**src/core/chan_ctrl_defines.svh**
```systemverilog
`ifndef CHAN_CTRL_DEFINES_SVH
`define CHAN_CTRL_DEFINES_SVH

`define ADDR_CHAN2_DRIVER_CTRL  10'h017
`define ADDR_CHAN3_DIVIDE_RATIO 10'h018
`define ADDR_CHAN3_DRIVER_CTRL  10'h019
`define ADDR_CHAN4_DIVIDE_RATIO 10'h01A
`define ADDR_UPDATE_CTRL        10'h01E
`define ADDR_ACTIVE_BASE        10'h020

`define DRV_RESET               8'h24
`define RATIO_RESET             8'h01
`define DRV_TRIM_HI             5
`define DRV_TRIM_LO             4
`define DRV_TERM_BIT            3
`define DRV_REG_BIT             2
`define DRV_OUT_BIT             1
`define DRV_CLEAR_BIT           0
`define DRV_RW_MASK             8'h3E

`endif

```
**src/core/chan_ctrl_pkg.sv**
```systemverilog
package chan_ctrl_pkg;
  typedef logic [7:0] byte_t;

  typedef struct packed {
    logic [1:0] trim;
    logic       term;
    logic       regl;
    logic       out;
  } drv_t;

  typedef struct packed {
    byte_t count;
    logic  tick;
  } div_t;
endpackage

```
**src/core/chan_ctrl.sv**
```systemverilog
`timescale 1ns/1ps
`include "chan_ctrl_defines.svh"
module chan_ctrl
  import chan_ctrl_pkg::*;
(
  input  wire logic       sys_clk,
  input  wire logic       rst_n,
  input  wire logic [9:0] addr,
  input  wire logic [7:0] wdata,
  input  wire logic       wr,
  input  wire logic       rd,
  output logic      [7:0] rdata,
  output logic            chan3_tick,
  output logic            chan4_tick,
  output logic      [1:0] chan2_swing_trim,
  output logic            chan2_termination_on,
  output logic            chan2_regulator_on,
  output logic            chan2_output_on,
  output logic      [1:0] chan3_swing_trim,
  output logic            chan3_termination_on,
  output logic            chan3_regulator_on,
  output logic            chan3_output_on,
  output logic            chan2_ratio_clear,
  output logic            chan3_ratio_clear,
  output logic            chan3_div_off,
  output logic            chan4_div_off
);
  typedef struct packed {
    drv_t       stg_drv2;
    byte_t      stg_ratio3;
    drv_t       stg_drv3;
    byte_t      stg_ratio4;
    drv_t       act_drv2;
    byte_t      act_ratio3;
    drv_t       act_drv3;
    byte_t      act_ratio4;
    logic       clr2;
    logic       clr3;
    logic       off3;
    logic       off4;
    byte_t      rdata;
  } state_t;

  localparam byte_t  DRV_INIT_BYTE = `DRV_RESET;
  localparam drv_t   DRV_INIT      = DRV_INIT_BYTE[`DRV_TRIM_HI:`DRV_OUT_BIT];
  // Reset image of every register, staging and active alike
  localparam state_t STATE_INIT    = '{
    stg_drv2:   DRV_INIT,
    stg_ratio3: `RATIO_RESET,
    stg_drv3:   DRV_INIT,
    stg_ratio4: `RATIO_RESET,
    act_drv2:   DRV_INIT,
    act_ratio3: `RATIO_RESET,
    act_drv3:   DRV_INIT,
    act_ratio4: `RATIO_RESET,
    clr2:       1'h0,
    clr3:       1'h0,
    off3:       1'h0,
    off4:       1'h0,
    rdata:      8'h00
  };

  state_t     s_r;
  state_t     s_nxt;
  logic [1:0] rst_pipe_r;
  logic       rst_sync_n;
  logic       tick3;
  logic       tick4;

  always_ff @(posedge sys_clk or negedge rst_n) begin
    if (!rst_n) begin
      rst_pipe_r <= 2'b00;
    end else begin
      rst_pipe_r <= {rst_pipe_r[0], 1'b1};
    end
  end
  assign rst_sync_n = rst_pipe_r[1];

  // Reserved bits and the live clear bit are never stored
  function automatic drv_t drv_unpack(input byte_t v);
    drv_t d;
    d.trim = v[`DRV_TRIM_HI:`DRV_TRIM_LO];
    d.term = v[`DRV_TERM_BIT];
    d.regl = v[`DRV_REG_BIT];
    d.out  = v[`DRV_OUT_BIT];
    drv_unpack = d;
  endfunction

  // Reserved bits and the clear bit read back as zero
  function automatic byte_t drv_pack(input drv_t d);
    drv_pack = {2'h0, d.trim, d.term, d.regl, d.out, 1'h0};
  endfunction

  function automatic logic ratio_off(input byte_t r);
    ratio_off = (r == 8'h00);
  endfunction

  always_comb begin
    s_nxt      = s_r;
    s_nxt.clr2 = 1'h0;
    s_nxt.clr3 = 1'h0;
    // Decoded one cycle late so a tick already launched never overlaps off
    s_nxt.off3 = ratio_off(s_r.act_ratio3);
    s_nxt.off4 = ratio_off(s_r.act_ratio4);
    if (wr) begin
      unique case (addr)
        `ADDR_CHAN2_DRIVER_CTRL: begin
          s_nxt.stg_drv2 = drv_unpack(wdata);
          // Live bit: pulses at once, bypassing the staging copy
          s_nxt.clr2     = wdata[`DRV_CLEAR_BIT];
        end
        `ADDR_CHAN3_DIVIDE_RATIO: begin
          s_nxt.stg_ratio3 = wdata;
        end
        `ADDR_CHAN3_DRIVER_CTRL: begin
          s_nxt.stg_drv3 = drv_unpack(wdata);
          s_nxt.clr3     = wdata[`DRV_CLEAR_BIT];
        end
        `ADDR_CHAN4_DIVIDE_RATIO: begin
          s_nxt.stg_ratio4 = wdata;
        end
        `ADDR_UPDATE_CTRL: begin
          // All copies move together so the driver outputs never mix old and new settings
          if (wdata[0]) begin
            s_nxt.act_drv2   = s_r.stg_drv2;
            s_nxt.act_ratio3 = s_r.stg_ratio3;
            s_nxt.act_drv3   = s_r.stg_drv3;
            s_nxt.act_ratio4 = s_r.stg_ratio4;
          end
        end
        default: begin
        end
      endcase
    end
    s_nxt.rdata = 8'h00;
    if (rd) begin
      unique case (addr)
        `ADDR_CHAN2_DRIVER_CTRL: begin
          s_nxt.rdata = drv_pack(s_r.stg_drv2);
        end
        `ADDR_CHAN3_DIVIDE_RATIO: begin
          s_nxt.rdata = s_r.stg_ratio3;
        end
        `ADDR_CHAN3_DRIVER_CTRL: begin
          s_nxt.rdata = drv_pack(s_r.stg_drv3);
        end
        `ADDR_CHAN4_DIVIDE_RATIO: begin
          s_nxt.rdata = s_r.stg_ratio4;
        end
        `ADDR_ACTIVE_BASE: begin
          s_nxt.rdata = drv_pack(s_r.act_drv2);
        end
        `ADDR_ACTIVE_BASE + 10'h001: begin
          s_nxt.rdata = s_r.act_ratio3;
        end
        `ADDR_ACTIVE_BASE + 10'h002: begin
          s_nxt.rdata = drv_pack(s_r.act_drv3);
        end
        `ADDR_ACTIVE_BASE + 10'h003: begin
          s_nxt.rdata = s_r.act_ratio4;
        end
        // Live divider status, as seen in the cycle the read is taken
        `ADDR_ACTIVE_BASE + 10'h004: begin
          s_nxt.rdata = {6'h00, tick4, tick3};
        end
        default: begin
          s_nxt.rdata = 8'h00;
        end
      endcase
    end
  end

  always_ff @(posedge sys_clk or negedge rst_sync_n) begin
    if (!rst_sync_n) begin
      s_r <= STATE_INIT;
    end else begin
      s_r <= s_nxt;
    end
  end

  // Channel 3 restarts its count on the live clear pulse
  chan_divider u_div3 (
    .sys_clk    (sys_clk),
    .rst_sync_n (rst_sync_n),
    .ratio      (s_r.act_ratio3),
    .clear      (s_r.clr3),
    .tick       (tick3)
  );

  // Chan4 driver register lies outside; its clear never fires here
  chan_divider u_div4 (
    .sys_clk    (sys_clk),
    .rst_sync_n (rst_sync_n),
    .ratio      (s_r.act_ratio4),
    .clear      (1'h0),
    .tick       (tick4)
  );

  assign chan3_tick           = tick3;
  assign chan4_tick           = tick4;
  assign rdata                = s_r.rdata;
  assign chan2_swing_trim     = s_r.act_drv2.trim;
  assign chan2_termination_on = s_r.act_drv2.term;
  assign chan2_regulator_on   = s_r.act_drv2.regl;
  assign chan2_output_on      = s_r.act_drv2.out;
  assign chan3_swing_trim     = s_r.act_drv3.trim;
  assign chan3_termination_on = s_r.act_drv3.term;
  assign chan3_regulator_on   = s_r.act_drv3.regl;
  assign chan3_output_on      = s_r.act_drv3.out;
  assign chan2_ratio_clear    = s_r.clr2;
  assign chan3_ratio_clear    = s_r.clr3;
  assign chan3_div_off        = s_r.off3;
  assign chan4_div_off        = s_r.off4;
endmodule

```
**src/core/chan_divider.sv**
```systemverilog
`timescale 1ns/1ps
module chan_divider
  import chan_ctrl_pkg::*;
(
  input  wire logic       sys_clk,
  input  wire logic       rst_sync_n,
  input  wire logic [7:0] ratio,
  input  wire logic       clear,
  output logic            tick
);
  div_t s_r;
  div_t s_nxt;

  always_comb begin
    s_nxt      = s_r;
    s_nxt.tick = 1'b0;
    if (clear || ratio == 8'h00) begin
      s_nxt.count = 8'h00;
    end else if (s_r.count >= ratio - 8'h01) begin
      s_nxt.count = 8'h00;
      s_nxt.tick  = 1'b1;
    end else begin
      s_nxt.count = s_r.count + 8'h01;
    end
  end

  always_ff @(posedge sys_clk or negedge rst_sync_n) begin
    if (!rst_sync_n) begin
      s_r <= '0;
    end else begin
      s_r <= s_nxt;
    end
  end

  assign tick = s_r.tick;
endmodule

```
**config.mk**
```make
export PLATFORM = sky130hd
export DESIGN_NAME = chan_ctrl
export DESIGN_NICKNAME = d
export VERILOG_FILES = /design/src/core/chan_ctrl_pkg.sv /design/src/core/chan_ctrl.sv /design/src/core/chan_divider.sv
export VERILOG_INCLUDE_DIRS = /design/src /design/src/core
export SDC_FILE = /design/constraint.sdc
export NUM_CORES = 1
export LEC_CHECK = 0
export ABC_CLOCK_PERIOD_IN_PS = 7100
export BUFFER_PORTS_ARGS = -buffer_cell sky130_fd_sc_hd__buf_2
export CORE_MARGIN = 2
export CORE_UTILIZATION = 63
export DETAILED_ROUTE_END_ITERATION = 8
export PLACE_DENSITY = 0.85
export SLEW_MARGIN = 0
export SYNTH_ARGS = -nofsm -noshare
export SYNTH_HDL_FRONTEND = slang
export SYNTH_SLANG_ARGS = --single-unit
```
**constraint.sdc**
```tcl
create_clock -name sys_clk -period 7.1 [get_ports sys_clk]
set_clock_uncertainty 0.1 [all_clocks]
set_input_delay 1.42 -clock sys_clk [delete_from_list [all_inputs] [get_ports sys_clk]]
set_output_delay 1.42 -clock sys_clk [all_outputs]
set_load 0.02 [all_outputs]
```
==> flow_metrics.env, run 1 <==
export IMPL_run_status="finished clean"
export IMPL_post_route_setup_tns_ns=0
export IMPL_synthesis_instances=369
export IMPL_clock_root_buffer_master="sky130_fd_sc_hd__clkbuf_8"
export IMPL_syn_num_nets=413
export IMPL_yosys_register_bits=84
export IMPL_place_port_buffers=45
export IMPL_multi_input_comb_area_sq_um=2110
export IMPL_relSlewSlack_pct=32.5
export IMPL_h_tree_depth=3
export IMPL_synthMostInstantiatedCell="sky130_fd_sc_hd__dfrtp_1"
export IMPL_cellLeakagePower_nw=2.38
export IMPL_finish_instance_area_sq_um=4810
export IMPL_dpl_cell_count=475
export IMPL_timing_critical_path_arrival_ns=3.47
export IMPL_synth_seq_area_share_pct=48.3
export IMPL_rsz0062_at_grt="false"
export IMPL_num_ports=46
export IMPL_crit_type="input port to flip-flop"
export IMPL_num_fill_cells=476
export IMPL_rows=30
export IMPL_crit_top_cell="sky130_fd_sc_hd__a21oi_1"
export IMPL_hold_path_endpoint="rst_pipe_r[1]"
export IMPL_flow_area_growth_from_synthesis_pct=9.61
export IMPL_vdd_ir_drop_max_uv=126
export IMPL_cpPeakStageDelay_ns=0.58
export IMPL_fin_crit_ns=3.31
export IMPL_finalWirelength_mm=9.31
export IMPL_synth_cell_area_sq_um=4390
export IMPL_timing_critical_path_slowest_stage_cell="sky130_fd_sc_hd__or4b_4"
export IMPL_avgRoutedWirePerCell_microns=18.9
export IMPL_grt_util_met2_pct=38.6
export IMPL_regToRegEndpoint="u_div3.s_r[8]"
export IMPL_drtAntennaViolNets=0
export IMPL_gr_usage_all_layers_pct=25.4
export IMPL_hold_path_cell_count=0
export IMPL_fp_coreArea_sq_um=6760
export IMPL_clock_latency_reported_for_the_late_side_of_the_worst_skew_pair_ns=0.36
export IMPL_layout_area_seq_sq_um=2120
export IMPL_drcViolationCount=0
export IMPL_cell_type_contributing_the_most_total_cell_area_after_synthesis="sky130_fd_sc_hd__dfrtp_1"
export IMPL_cts_setup_buffers=0
export IMPL_tritoncts="built"
export IMPL_initial_core_util_pct=64.9
export IMPL_worstSetupEndpointType="flip-flop"
export IMPL_post_drt_via_cell_ratio=6.20
export IMPL_dr_pass1_iters=4
export IMPL_cts_sinks=84
export IMPL_tightest_slew_ns=1.01
export IMPL_nets=451
export IMPL_chipHeight_microns=87.4
export IMPL_final_setup_fails=0
export IMPL_cp_max_fo=8
export IMPL_synth_edf_count=0
export IMPL_ff2ff_setup_slack_ns=4.36
export IMPL_async_flop_share_pct=100
export IMPL_die_area_sq_um=7640
export IMPL_max_freq_mhz=302
export IMPL_critical_path_startpoint_type="input port"
export IMPL_min_delay_start="rst_pipe_r[0]"
export IMPL_detailedPlacementHpwl_mm=6.74
export IMPL_insertedDiodeCount=0
export IMPL_floorplan_die_width_microns=87.4
export IMPL_antenna_found_initial=0
export IMPL_yosys_top_cells_area="sky130_fd_sc_hd__dfrtp_1 (41%), sky130_fd_sc_hd__mux2_2 (12%), sky130_fd_sc_hd__dfstp_2 (7.2%)"
export IMPL_first_global_vias=2884
export IMPL_gr_total_overflow=0
export IMPL_cts_bufs_inserted=9
export IMPL_ys_warnings_count=0
export IMPL_ctsHoldBuffers=0
export IMPL_cts_repair_resized=0
export IMPL_grt_met3_usage_pct=5.97
export IMPL_final_period_utilization_pct=46.6
export IMPL_slew_viol_final=0
export IMPL_final_hold_violation_count=0
export IMPL_rr_worst_depth=9
export IMPL_synth_avg_cell_area_sq_um=11.9
export IMPL_cp_required_ns=7.25
export IMPL_pwr_density_cell_nw_per_um2=215
export IMPL_global_routing_s_busiest_layer="met2"
export IMPL_path_cells="buf_2 > or4b_4 > or3b_1 > a21oi_1 > o311ai_2 > a21oi_1"
export IMPL_yosysUniqueCellTypes=51
export IMPL_ys_top_cells_by_count="sky130_fd_sc_hd__dfrtp_1 (72), sky130_fd_sc_hd__mux2_2 (45), sky130_fd_sc_hd__ha_1 (22), sky130_fd_sc_hd__nand2_1 (22), sky130_fd_sc_hd__nor3_1 (21)"
export IMPL_via_count=3049
export IMPL_grt_first_pass_wirelength_mm=14.7
export IMPL_dominantRegCellSynth="sky130_fd_sc_hd__dfrtp_1"
export IMPL_dpl_instance_area_sq_um=4590
export IMPL_dr_first_iter_drc_count=216
export IMPL_reg2reg_from="s_r[30]"
export IMPL_number_of_maximum_capacitance_constraint_violations=0
export IMPL_grt_max_degree=83
export IMPL_layout_drive_gt1_share_pct=33.5
export IMPL_gp_congestion=0.999
export IMPL_max_clock_path_buffers=2
export IMPL_grt_util_met1_pct=36.7
export IMPL_worstHoldPathType="flip-flop to flip-flop"
export IMPL_critical_path_startpoint="addr[5]"
export IMPL_synth_largest_type_area_fraction_pct=41.1
export IMPL_post_layout_nonfiller_instances=492
export IMPL_worst_setup_hold_path_clk_slew_ns=0.09
==> state kept, by name (all words and copies together) (netlist names) <==
name / cells
u_div3.tick: 1
chan2_swing_trim: 2
u_div4.tick: 1
rdata: 8
u_div3.s_r: 8
chan2_output_on: 1
chan2_ratio_clear: 1
chan3_ratio_clear: 1
rst_pipe_r: 2
chan3_output_on: 1
s_r: 42
chan3_termination_on: 1
chan2_regulator_on: 1
chan4_div_off: 1
chan3_swing_trim: 2
chan2_termination_on: 1
chan3_regulator_on: 1
u_div4.s_r: 8
chan3_div_off: 1
==> cell families (layout without fill, tap and decap cells) <==
family,count (synthesis),after routing,share of synthesized area (%)
adder cells (fa/ha/maj),22,22,6.28
flip-flops,84,84,48.3
multiplexers,59,59,15.9
buffers and inverters,28,71,3.71
AO/OA/AOI/OAI,48,48,7.47
other,1,1,0.0855
XOR/XNOR,24,24,4.79
AND/OR/NAND/NOR,103,103,13.4
==> per-layer routing <==
metal / wire, microns / up-vias / part of all wire (%)
met4: 108 / 0 / 1.2
met2: 4530 / 86 / 49
met3: 433 / 11 / 4.7
li1: - / 1408 / -
met5: 0 / - / 0
met1: 4240 / 1544 / 46
==> power breakdown <==
part	internal, mW	total (mW)	switching [mW]
Clock	0.175	0.350	0.175
Combinational	0.0580	0.139	0.0813
Sequential	0.505	0.543	0.0382
Total	0.738	1.03	0.294
==> critical path, delay by kind of cell <==
family | cells | cell delay, ns
AND/OR/NAND/NOR | 2 | 1.15
AO/OA/AOI/OAI | 3 | 0.78
buffers and inverters | 1 | 0.11
==> placed cells by master (no fill, tap or decap), drive strengths merged, types with 9 or more instances in the layout <==
cell type | netlist | routed
clkbuf | 2 | 11
ha | 22 | 22
nor2 | 19 | 19
dfstp | 12 | 12
nand2 | 23 | 23
xnor2 | 12 | 12
inv | 7 | 9
buf | 18 | 46
mux2 | 53 | 53
a21oi | 15 | 15
dfrtp | 72 | 72
xor2 | 12 | 12
nor3 | 21 | 21
==> area by class of cell <==
class / instances / area share (%)
flip-flops and latches: 84 / 44.1
well taps: 80 / 2.08
clock buffers: 10 / 2.86
repair buffers: 47 / 4.95
multi-input cells: 257 / 43.9
clock inverters: 6 / 1.46
inverters: 8 / 0.625
==> per-stage QoR <==
step	hold WS [ns]	total power, mW	worst slack, ns	util [%]
6_report	0.256	1.03	3.79	71.1
4_1_cts	0.262	1.04	3.67	71.1
3_5_place_dp	0.244	0.691	3.28	68.0
2_1_floorplan	0.231	0.640	3.82	-
5_1_grt	0.266	1.09	3.77	71.1
3_3_place_gp	0.238	0.684	3.40	68.0
==> how the worst max path moves through the flow <==
stage	end	slack, ns	cells after the start
floorplan	s_r[39]	3.82	6
global placement	rdata[6]	3.40	6
detailed placement	rdata[7]	3.28	6
CTS	rdata[7]	3.67	6
global route	rdata[5]	3.77	6
finish	rdata[5]	3.79	6
No activity file was read; power rests on OpenSTA's default activity.
==> inputs of run 2 (changes only) <==
--- a/config.mk
+++ b/config.mk
@@ -6,12 +6,13 @@
 export SDC_FILE = /design/constraint.sdc
 export NUM_CORES = 1
 export LEC_CHECK = 0
-export ABC_CLOCK_PERIOD_IN_PS = 7100
+export ABC_AREA = 1
+export ABC_CLOCK_PERIOD_IN_PS = 3100
 export BUFFER_PORTS_ARGS = -buffer_cell sky130_fd_sc_hd__buf_2
 export CORE_MARGIN = 2
-export CORE_UTILIZATION = 63
+export CORE_UTILIZATION = 59
 export DETAILED_ROUTE_END_ITERATION = 8
-export PLACE_DENSITY = 0.85
+export PLACE_DENSITY = 0.8
 export SLEW_MARGIN = 0
 export SYNTH_ARGS = -nofsm -noshare
 export SYNTH_HDL_FRONTEND = slang
==> constraint.sdc (replaced) <==
create_clock -name sys_clk -period 3.1 [get_ports sys_clk]
set_clock_uncertainty 0.1 [all_clocks]
set_input_delay 0.62 -clock sys_clk [delete_from_list [all_inputs] [get_ports sys_clk]]
set_output_delay 0.62 -clock sys_clk [all_outputs]
set_load 0.02 [all_outputs]
==> flow_metrics.env, run 2 <==
export IMPL_synth_seq_area_share_pct=44.9
export IMPL_detailedPlacementHpwl_mm=7.98
export IMPL_fp_coreArea_sq_um=7730
export IMPL_cp_max_fo=9
export IMPL_h_tree_depth=3
export IMPL_timing_critical_path_arrival_ns=2.72
export IMPL_yosys_top_cells_area="sky130_fd_sc_hd__dfrtp_1 (38%), sky130_fd_sc_hd__nand2_1 (9.2%), sky130_fd_sc_hd__dfstp_2 (6.7%)"
export IMPL_tightest_slew_ns=1.03
export IMPL_avgRoutedWirePerCell_microns=15.1
export IMPL_cts_repair_resized=0
export IMPL_crit_type="flip-flop to flip-flop"
export IMPL_final_period_utilization_pct=83.5
export IMPL_finalWorstSetupSlack_ns=0.510
export IMPL_gp_congestion=0.946
export IMPL_cellLeakagePower_nw=2.63
export IMPL_rr_worst_depth=11
export IMPL_whs_ns=0.263
export IMPL_tritoncts="built"
export IMPL_gr_total_overflow=0
export IMPL_die_area_sq_um=8730
export IMPL_critical_path_startpoint_type="flip-flop"
export IMPL_dominantRegCellSynth="sky130_fd_sc_hd__dfrtp_1"
export IMPL_num_fill_cells=627
export IMPL_drtAntennaViolNets=0
export IMPL_finalWirelength_mm=10.8
export IMPL_register_with_the_most_flip_flops="s_r"
export IMPL_cts_setup_buffers=0
export IMPL_worstHoldPathType="flip-flop to flip-flop"
export IMPL_grt_first_pass_wirelength_mm=18.1
export IMPL_regToRegEndpoint="u_div4.s_r[7]"
export IMPL_max_freq_mhz=386
export IMPL_max_clock_path_buffers=2
export IMPL_via_count=3905
export IMPL_worstSetupEndpointType="flip-flop"
export IMPL_antenna_found_initial=0
export IMPL_layout_cells_most_common="sky130_fd_sc_hd__nand2_1"
export IMPL_slew_viol_final=0
export IMPL_syn_num_nets=612
export IMPL_final_setup_fails=0
export IMPL_rows=32
export IMPL_final_hold_violation_count=0
export IMPL_async_flop_share_pct=100
export IMPL_ff2ff_setup_slack_ns=0.51
export IMPL_pwr_density_cell_nw_per_um2=378
export IMPL_post_drt_via_cell_ratio=5.48
export IMPL_flow_area_growth_from_synthesis_pct=8.30
export IMPL_rsz0062_at_grt="false"
export IMPL_nets=649
export IMPL_synth_cell_area_sq_um=4720
export IMPL_floorplan_die_width_microns=93.4
export IMPL_synthesis_instances=568
export IMPL_synth_edf_count=0
export IMPL_grt_max_degree=83
export IMPL_ys_top_cells_by_count="sky130_fd_sc_hd__nand2_1 (116), sky130_fd_sc_hd__nor2_1 (74), sky130_fd_sc_hd__dfrtp_1 (72)"
export IMPL_worst_setup_hold_path_clk_slew_ns=0.10
export IMPL_synthMostInstantiatedCell="sky130_fd_sc_hd__nand2_1"
export IMPL_relSlewSlack_pct=31.2
export IMPL_clock_latency_reported_for_the_late_side_of_the_worst_skew_pair_ns=0.36
export IMPL_insertedDiodeCount=0
export IMPL_min_delay_start="rst_pipe_r[0]"
export IMPL_synth_avg_cell_area_sq_um=8.31
export IMPL_synth_largest_type_area_fraction_pct=38.2
export IMPL_yosys_register_bits=84
export IMPL_clock_root_buffer_master="sky130_fd_sc_hd__clkbuf_8"
export IMPL_largest_reg_flops=42
export IMPL_dr_pass1_iters=5
export IMPL_cts_sinks=84
export IMPL_hold_path_endpoint="rst_pipe_r[1]"
export IMPL_chipHeight_microns=93.4
export IMPL_run_status="finished clean"
export IMPL_post_route_setup_tns_ns=0
export IMPL_vdd_ir_drop_max_uv=282
export IMPL_layout_drive_gt1_share_pct=18.5
export IMPL_ys_warnings_count=0
export IMPL_hold_path_cell_count=0
export IMPL_drcViolationCount=0
export IMPL_initial_core_util_pct=61.1
export IMPL_cp_required_ns=3.23
export IMPL_cts_bufs_inserted=9
export IMPL_num_ports=46
export IMPL_number_of_maximum_capacitance_constraint_violations=0
export IMPL_fin_crit_ns=2.59
export IMPL_place_ws_ns=0.566
export IMPL_yosysUniqueCellTypes=35
export IMPL_first_global_vias=3809
export IMPL_gr_usage_all_layers_pct=26.7
export IMPL_dr_first_iter_drc_count=225
export IMPL_cell_type_contributing_the_most_total_cell_area_after_synthesis="sky130_fd_sc_hd__dfrtp_1"
export IMPL_place_port_buffers=45
export IMPL_reg2reg_from="s_r[12]"
export IMPL_layout_common_cells="sky130_fd_sc_hd__nand2_1 (116), sky130_fd_sc_hd__nor2_1 (74), sky130_fd_sc_hd__inv_1 (71), sky130_fd_sc_hd__dfrtp_1 (71), sky130_fd_sc_hd__buf_2 (45)"
[run 2: cell count changes after synthesis, sizes merged, moves of 5 or more]
cell / before / now
mux2i: 5 / 0
inv: 7 / 72
nand4: 2 / 16
and3: 7 / 1
a22oi: 7 / 0
nor2: 19 / 85
nor4: 6 / 0
nor3: 21 / 10
nand3: 8 / 36
nand2: 23 / 119
o21ai: 8 / 48
mux2: 53 / 12
xnor2: 12 / 4
[run 2: power breakdown]
group          total, mW  internal [mW]  switching, mW
Combinational     0.0677         0.0220         0.0457
Clock              0.740          0.301          0.439
Sequential          1.13           1.10         0.0237
[run 2: worst max-delay path, stage by stage (launching register included)]
cell and delay (ns):
sky130_fd_sc_hd__dfstp_2 0.38, sky130_fd_sc_hd__inv_1 0.13, sky130_fd_sc_hd__nand3_1 0.14, sky130_fd_sc_hd__nor2_1 0.20, sky130_fd_sc_hd__nand3_1 0.13, sky130_fd_sc_hd__xor2_1 0.17, sky130_fd_sc_hd__ha_1 0.30, sky130_fd_sc_hd__inv_1 0.06
sky130_fd_sc_hd__nor3_1 0.25, sky130_fd_sc_hd__nand4_1 0.16, sky130_fd_sc_hd__nand4_1 0.33, sky130_fd_sc_hd__nor3_1 0.10
[run 2: cells by family after synthesis]
| logic type | Yosys count | synth area share (%) |
|---|---|---|
| other | 1 | 0.0795 |
| multiplexers | 12 | 3.82 |
| XOR/XNOR | 13 | 2.41 |
| flip-flops | 84 | 44.9 |
| adder cells (fa/ha/maj) | 22 | 5.83 |
| buffers and inverters | 94 | 9.36 |
| AO/OA/AOI/OAI | 70 | 7.95 |
| AND/OR/NAND/NOR | 272 | 25.7 |
[run 2: worst max path at each step]
stage | startpoint | endpoint | slack (ns) | depth (start not counted)
finish | s_r[12] | u_div4.s_r[7] | 0.51 | 11
global route | s_r[12] | u_div4.tick | 0.29 | 12
CTS | s_r[13] | u_div4.s_r[7] | 0.53 | 11
detailed placement | s_r[12] | u_div4.s_r[7] | 0.57 | 11
global placement | s_r[25] | u_div3.s_r[4] | 0.74 | 9
floorplan | rst_pipe_r[1] | chan2_output_on | 0.51 | 0
[run 2: area by class of cell]
| type | count | area, sq um | share of cell area, % |
|---|---|---|---|
| clock buffer | 9 | 124 | 2.42 |
| tap | 102 | 128 | 2.50 |
| timing repair buffer | 48 | 250 | 4.90 |
| sequential | 84 | 2120 | 41.5 |
| clock inverter | 7 | 57.6 | 1.13 |
| inverter | 72 | 270 | 5.29 |
| multi-input combinational | 390 | 2160 | 42.3 |
[run 2: layer usage]
layer / part of all wire, % / vias up / global-route usage (%)
met2: 48 / 141 / 43.5
met3: 6.3 / 23 / 3.38
met5: 0 / - / 0
met4: 2.0 / 0 / 10.9
met1: 43 / 1837 / 36.1
li1: - / 1904 / -
[run 2: through the flow]
stage	cells	power (mW)	util [%]	instance area (sq um)
floorplan	568	1.18	-	4720
global placement	695	1.21	63.7	4920
CTS	712	1.95	66.1	5110
finish	712	1.93	66.1	5110
detailed placement	695	1.21	63.7	4920
global route	712	2.00	66.1	5110
[run 2: what timing repair did]
item	CTS	global route
endpoints found under the setup margin	0	0
endpoints found under the hold margin	2	0
hold buffers	1	0
==> inputs of run 3 (changes only) <==
--- a/config.mk
+++ b/config.mk
@@ -7,7 +7,7 @@
 export NUM_CORES = 1
 export LEC_CHECK = 0
 export ABC_AREA = 1
-export ABC_CLOCK_PERIOD_IN_PS = 3100
+export ABC_CLOCK_PERIOD_IN_PS = 2700
 export BUFFER_PORTS_ARGS = -buffer_cell sky130_fd_sc_hd__buf_2
 export CORE_MARGIN = 2
 export CORE_UTILIZATION = 59
==> constraint.sdc (replaced) <==
create_clock -name sys_clk -period 2.7 [get_ports sys_clk]
set_clock_uncertainty 0.1 [all_clocks]
set_input_delay 0.54 -clock sys_clk [delete_from_list [all_inputs] [get_ports sys_clk]]
set_output_delay 0.54 -clock sys_clk [all_outputs]
set_load 0.02 [all_outputs]
==> flow_metrics.env, run 3 (synthesis results as in run 2) <==
export IMPL_run_status="finished clean"
export IMPL_initial_core_util_pct=61.1
export IMPL_max_freq_mhz=399
export IMPL_rows=32
export IMPL_critical_path_startpoint_type="flip-flop"
export IMPL_h_tree_depth=3
export IMPL_layout_area_seq_sq_um=2120
export IMPL_register_with_the_most_flip_flops="s_r"
export IMPL_worstSetupEndpointType="flip-flop"
export IMPL_place_port_buffers=45
export IMPL_fin_crit_ns=2.51
export IMPL_post_route_setup_tns_ns=0
export IMPL_clock_root_buffer_master="sky130_fd_sc_hd__clkbuf_8"
export IMPL_fp_coreArea_sq_um=7730
export IMPL_cts_repair_resized=0
export IMPL_layout_cells_most_common="sky130_fd_sc_hd__nand2_1"
export IMPL_pwr_density_cell_nw_per_um2=454
export IMPL_detailedPlacementHpwl_mm=7.95
export IMPL_rsz0062_at_grt="false"
export IMPL_worst_setup_hold_path_clk_slew_ns=0.10
export IMPL_min_delay_start="rst_pipe_r[0]"
export IMPL_gp_congestion=0.945
export IMPL_multi_input_comb_area_sq_um=2160
export IMPL_reg2reg_from="s_r[12]"
export IMPL_cts_bufs_inserted=9
export IMPL_final_period_utilization_pct=92.9
export IMPL_nets=654
export IMPL_chipHeight_microns=93.4
export IMPL_path_cells="inv_1 > ha_1 > nand2_1 > xor2_1 > inv_1 > ha_1 > inv_1 > nor3_1 > nand4_1 > nand4_1 > nor2_1"
export IMPL_dpl_instance_area_sq_um=4960
export IMPL_clock_latency_reported_for_the_late_side_of_the_worst_skew_pair_ns=0.37
export IMPL_number_of_maximum_capacitance_constraint_violations=0
export IMPL_num_fill_cells=613
export IMPL_dr_first_iter_drc_count=234
export IMPL_finish_instance_area_sq_um=5180
export IMPL_cellLeakagePower_nw=2.68
export IMPL_grt_max_degree=82
export IMPL_dpl_cell_count=700
export IMPL_largest_reg_flops=42
export IMPL_first_global_vias=3946
export IMPL_rr_worst_depth=11
export IMPL_slew_viol_final=0
export IMPL_post_layout_nonfiller_instances=717
export IMPL_relSlewSlack_pct=33.2
export IMPL_crit_top_cell="sky130_fd_sc_hd__inv_1"
export IMPL_tightest_slew_ns=1.00
export IMPL_tritoncts="built"
export IMPL_hold_path_endpoint="rst_pipe_r[1]"
export IMPL_timing_critical_path_arrival_ns=2.66
export IMPL_crit_type="flip-flop to flip-flop"
export IMPL_insertedDiodeCount=0
export IMPL_drtAntennaViolNets=0
export IMPL_layout_drive_gt1_share_pct=19.2
export IMPL_cts_sinks=84
export IMPL_via_count=3901
export IMPL_drcViolationCount=0
export IMPL_gr_usage_all_layers_pct=27.2
export IMPL_cp_max_fo=9
export IMPL_antenna_found_initial=0
export IMPL_max_clock_path_buffers=2
export IMPL_vdd_ir_drop_max_uv=362
export IMPL_post_drt_via_cell_ratio=5.44
export IMPL_gr_total_overflow=0
export IMPL_finalCoreUtilization_pct=67.0
export IMPL_ff2ff_setup_slack_ns=0.19
export IMPL_floorplan_die_width_microns=93.4
export IMPL_die_area_sq_um=8730
export IMPL_hold_path_cell_count=0
export IMPL_avgRoutedWirePerCell_microns=15.0
export IMPL_finalWirelength_mm=10.8
export IMPL_timing_critical_path_slowest_stage_cell="sky130_fd_sc_hd__dfstp_2"
export IMPL_dr_pass1_iters=7
export IMPL_cp_required_ns=2.85
export IMPL_cpPeakStageDelay_ns=0.54
export IMPL_num_ports=46
export IMPL_final_setup_fails=0
export IMPL_flow_area_growth_from_synthesis_pct=9.76
export IMPL_grt_first_pass_wirelength_mm=18.5
export IMPL_final_hold_violation_count=0
export IMPL_worstHoldPathType="flip-flop to flip-flop"
export IMPL_layout_common_cells="sky130_fd_sc_hd__nand2_1 (116), sky130_fd_sc_hd__nor2_1 (74), sky130_fd_sc_hd__inv_1 (71), sky130_fd_sc_hd__dfrtp_1 (71), sky130_fd_sc_hd__buf_2 (45)"
export IMPL_regToRegEndpoint="u_div4.s_r[8]"
-- run 3: critical path: cells and delay by family (launching register included) --
family | cells | cell delay (ns)
xor+xnor | 1 | 0.15
fa+ha+maj | 2 | 0.51
buf+inv | 3 | 0.20
flops | 1 | 0.54
simple gates | 5 | 0.90
-- run 3: cell type report --
class,count,share of cell area (%)
Sequential cell,84,40.9
Clock inverter,7,1.71
Multi-Input combinational cell,390,41.7
Timing Repair Buffer,53,5.56
Clock buffer,9,2.39
Tap cell,102,2.46
Inverter,72,5.22
-- run 3: worst max path at each step --
stage / startpoint / to / slack (ns) / depth (start not counted)
after floorplan: rst_pipe_r[1] / chan2_output_on / 0.11 / 0
after global placement: s_r[12] / u_div4.s_r[8] / 0.36 / 11
after detailed placement: s_r[12] / u_div4.tick / 0.26 / 12
after CTS: s_r[12] / u_div4.tick / 0.25 / 12
after global routing: s_r[12] / u_div4.tick / 0.02 / 12
final: s_r[12] / u_div4.s_r[8] / 0.19 / 11
-- run 3: per-layer routing --
layer / global-route usage [%] / up-vias / wire length, microns
met1: 34.3 / 1843 / 4710
met5: 0 / - / 0
met2: 46.8 / 128 / 5290
met3: 5.32 / 19 / 577
li1: - / 1911 / -
met4: 9.31 / 0 / 172
-- run 3: timing repair --
action / CTS / global route
hold buffers: 1 / 0
endpoints found under the hold margin: 2 / 0
buffers inserted: 0 / 0
-- run 3: stage by stage --
stage	hold WS (ns)	total power [mW]	setup WS, ns
after global routing	0.269	2.44	0.0237
after floorplan	0.144	1.35	0.108
after CTS	0.265	2.37	0.250
final	0.263	2.35	0.191
after global placement	0.225	1.40	0.355
after detailed placement	0.228	1.40	0.256
-- run 3: power breakdown --
group          switching (mW)  leakage, nW  internal (mW)
Sequential             0.0268         1.11           1.27
Clock                   0.523        0.106          0.453
Combinational          0.0533         1.46         0.0272
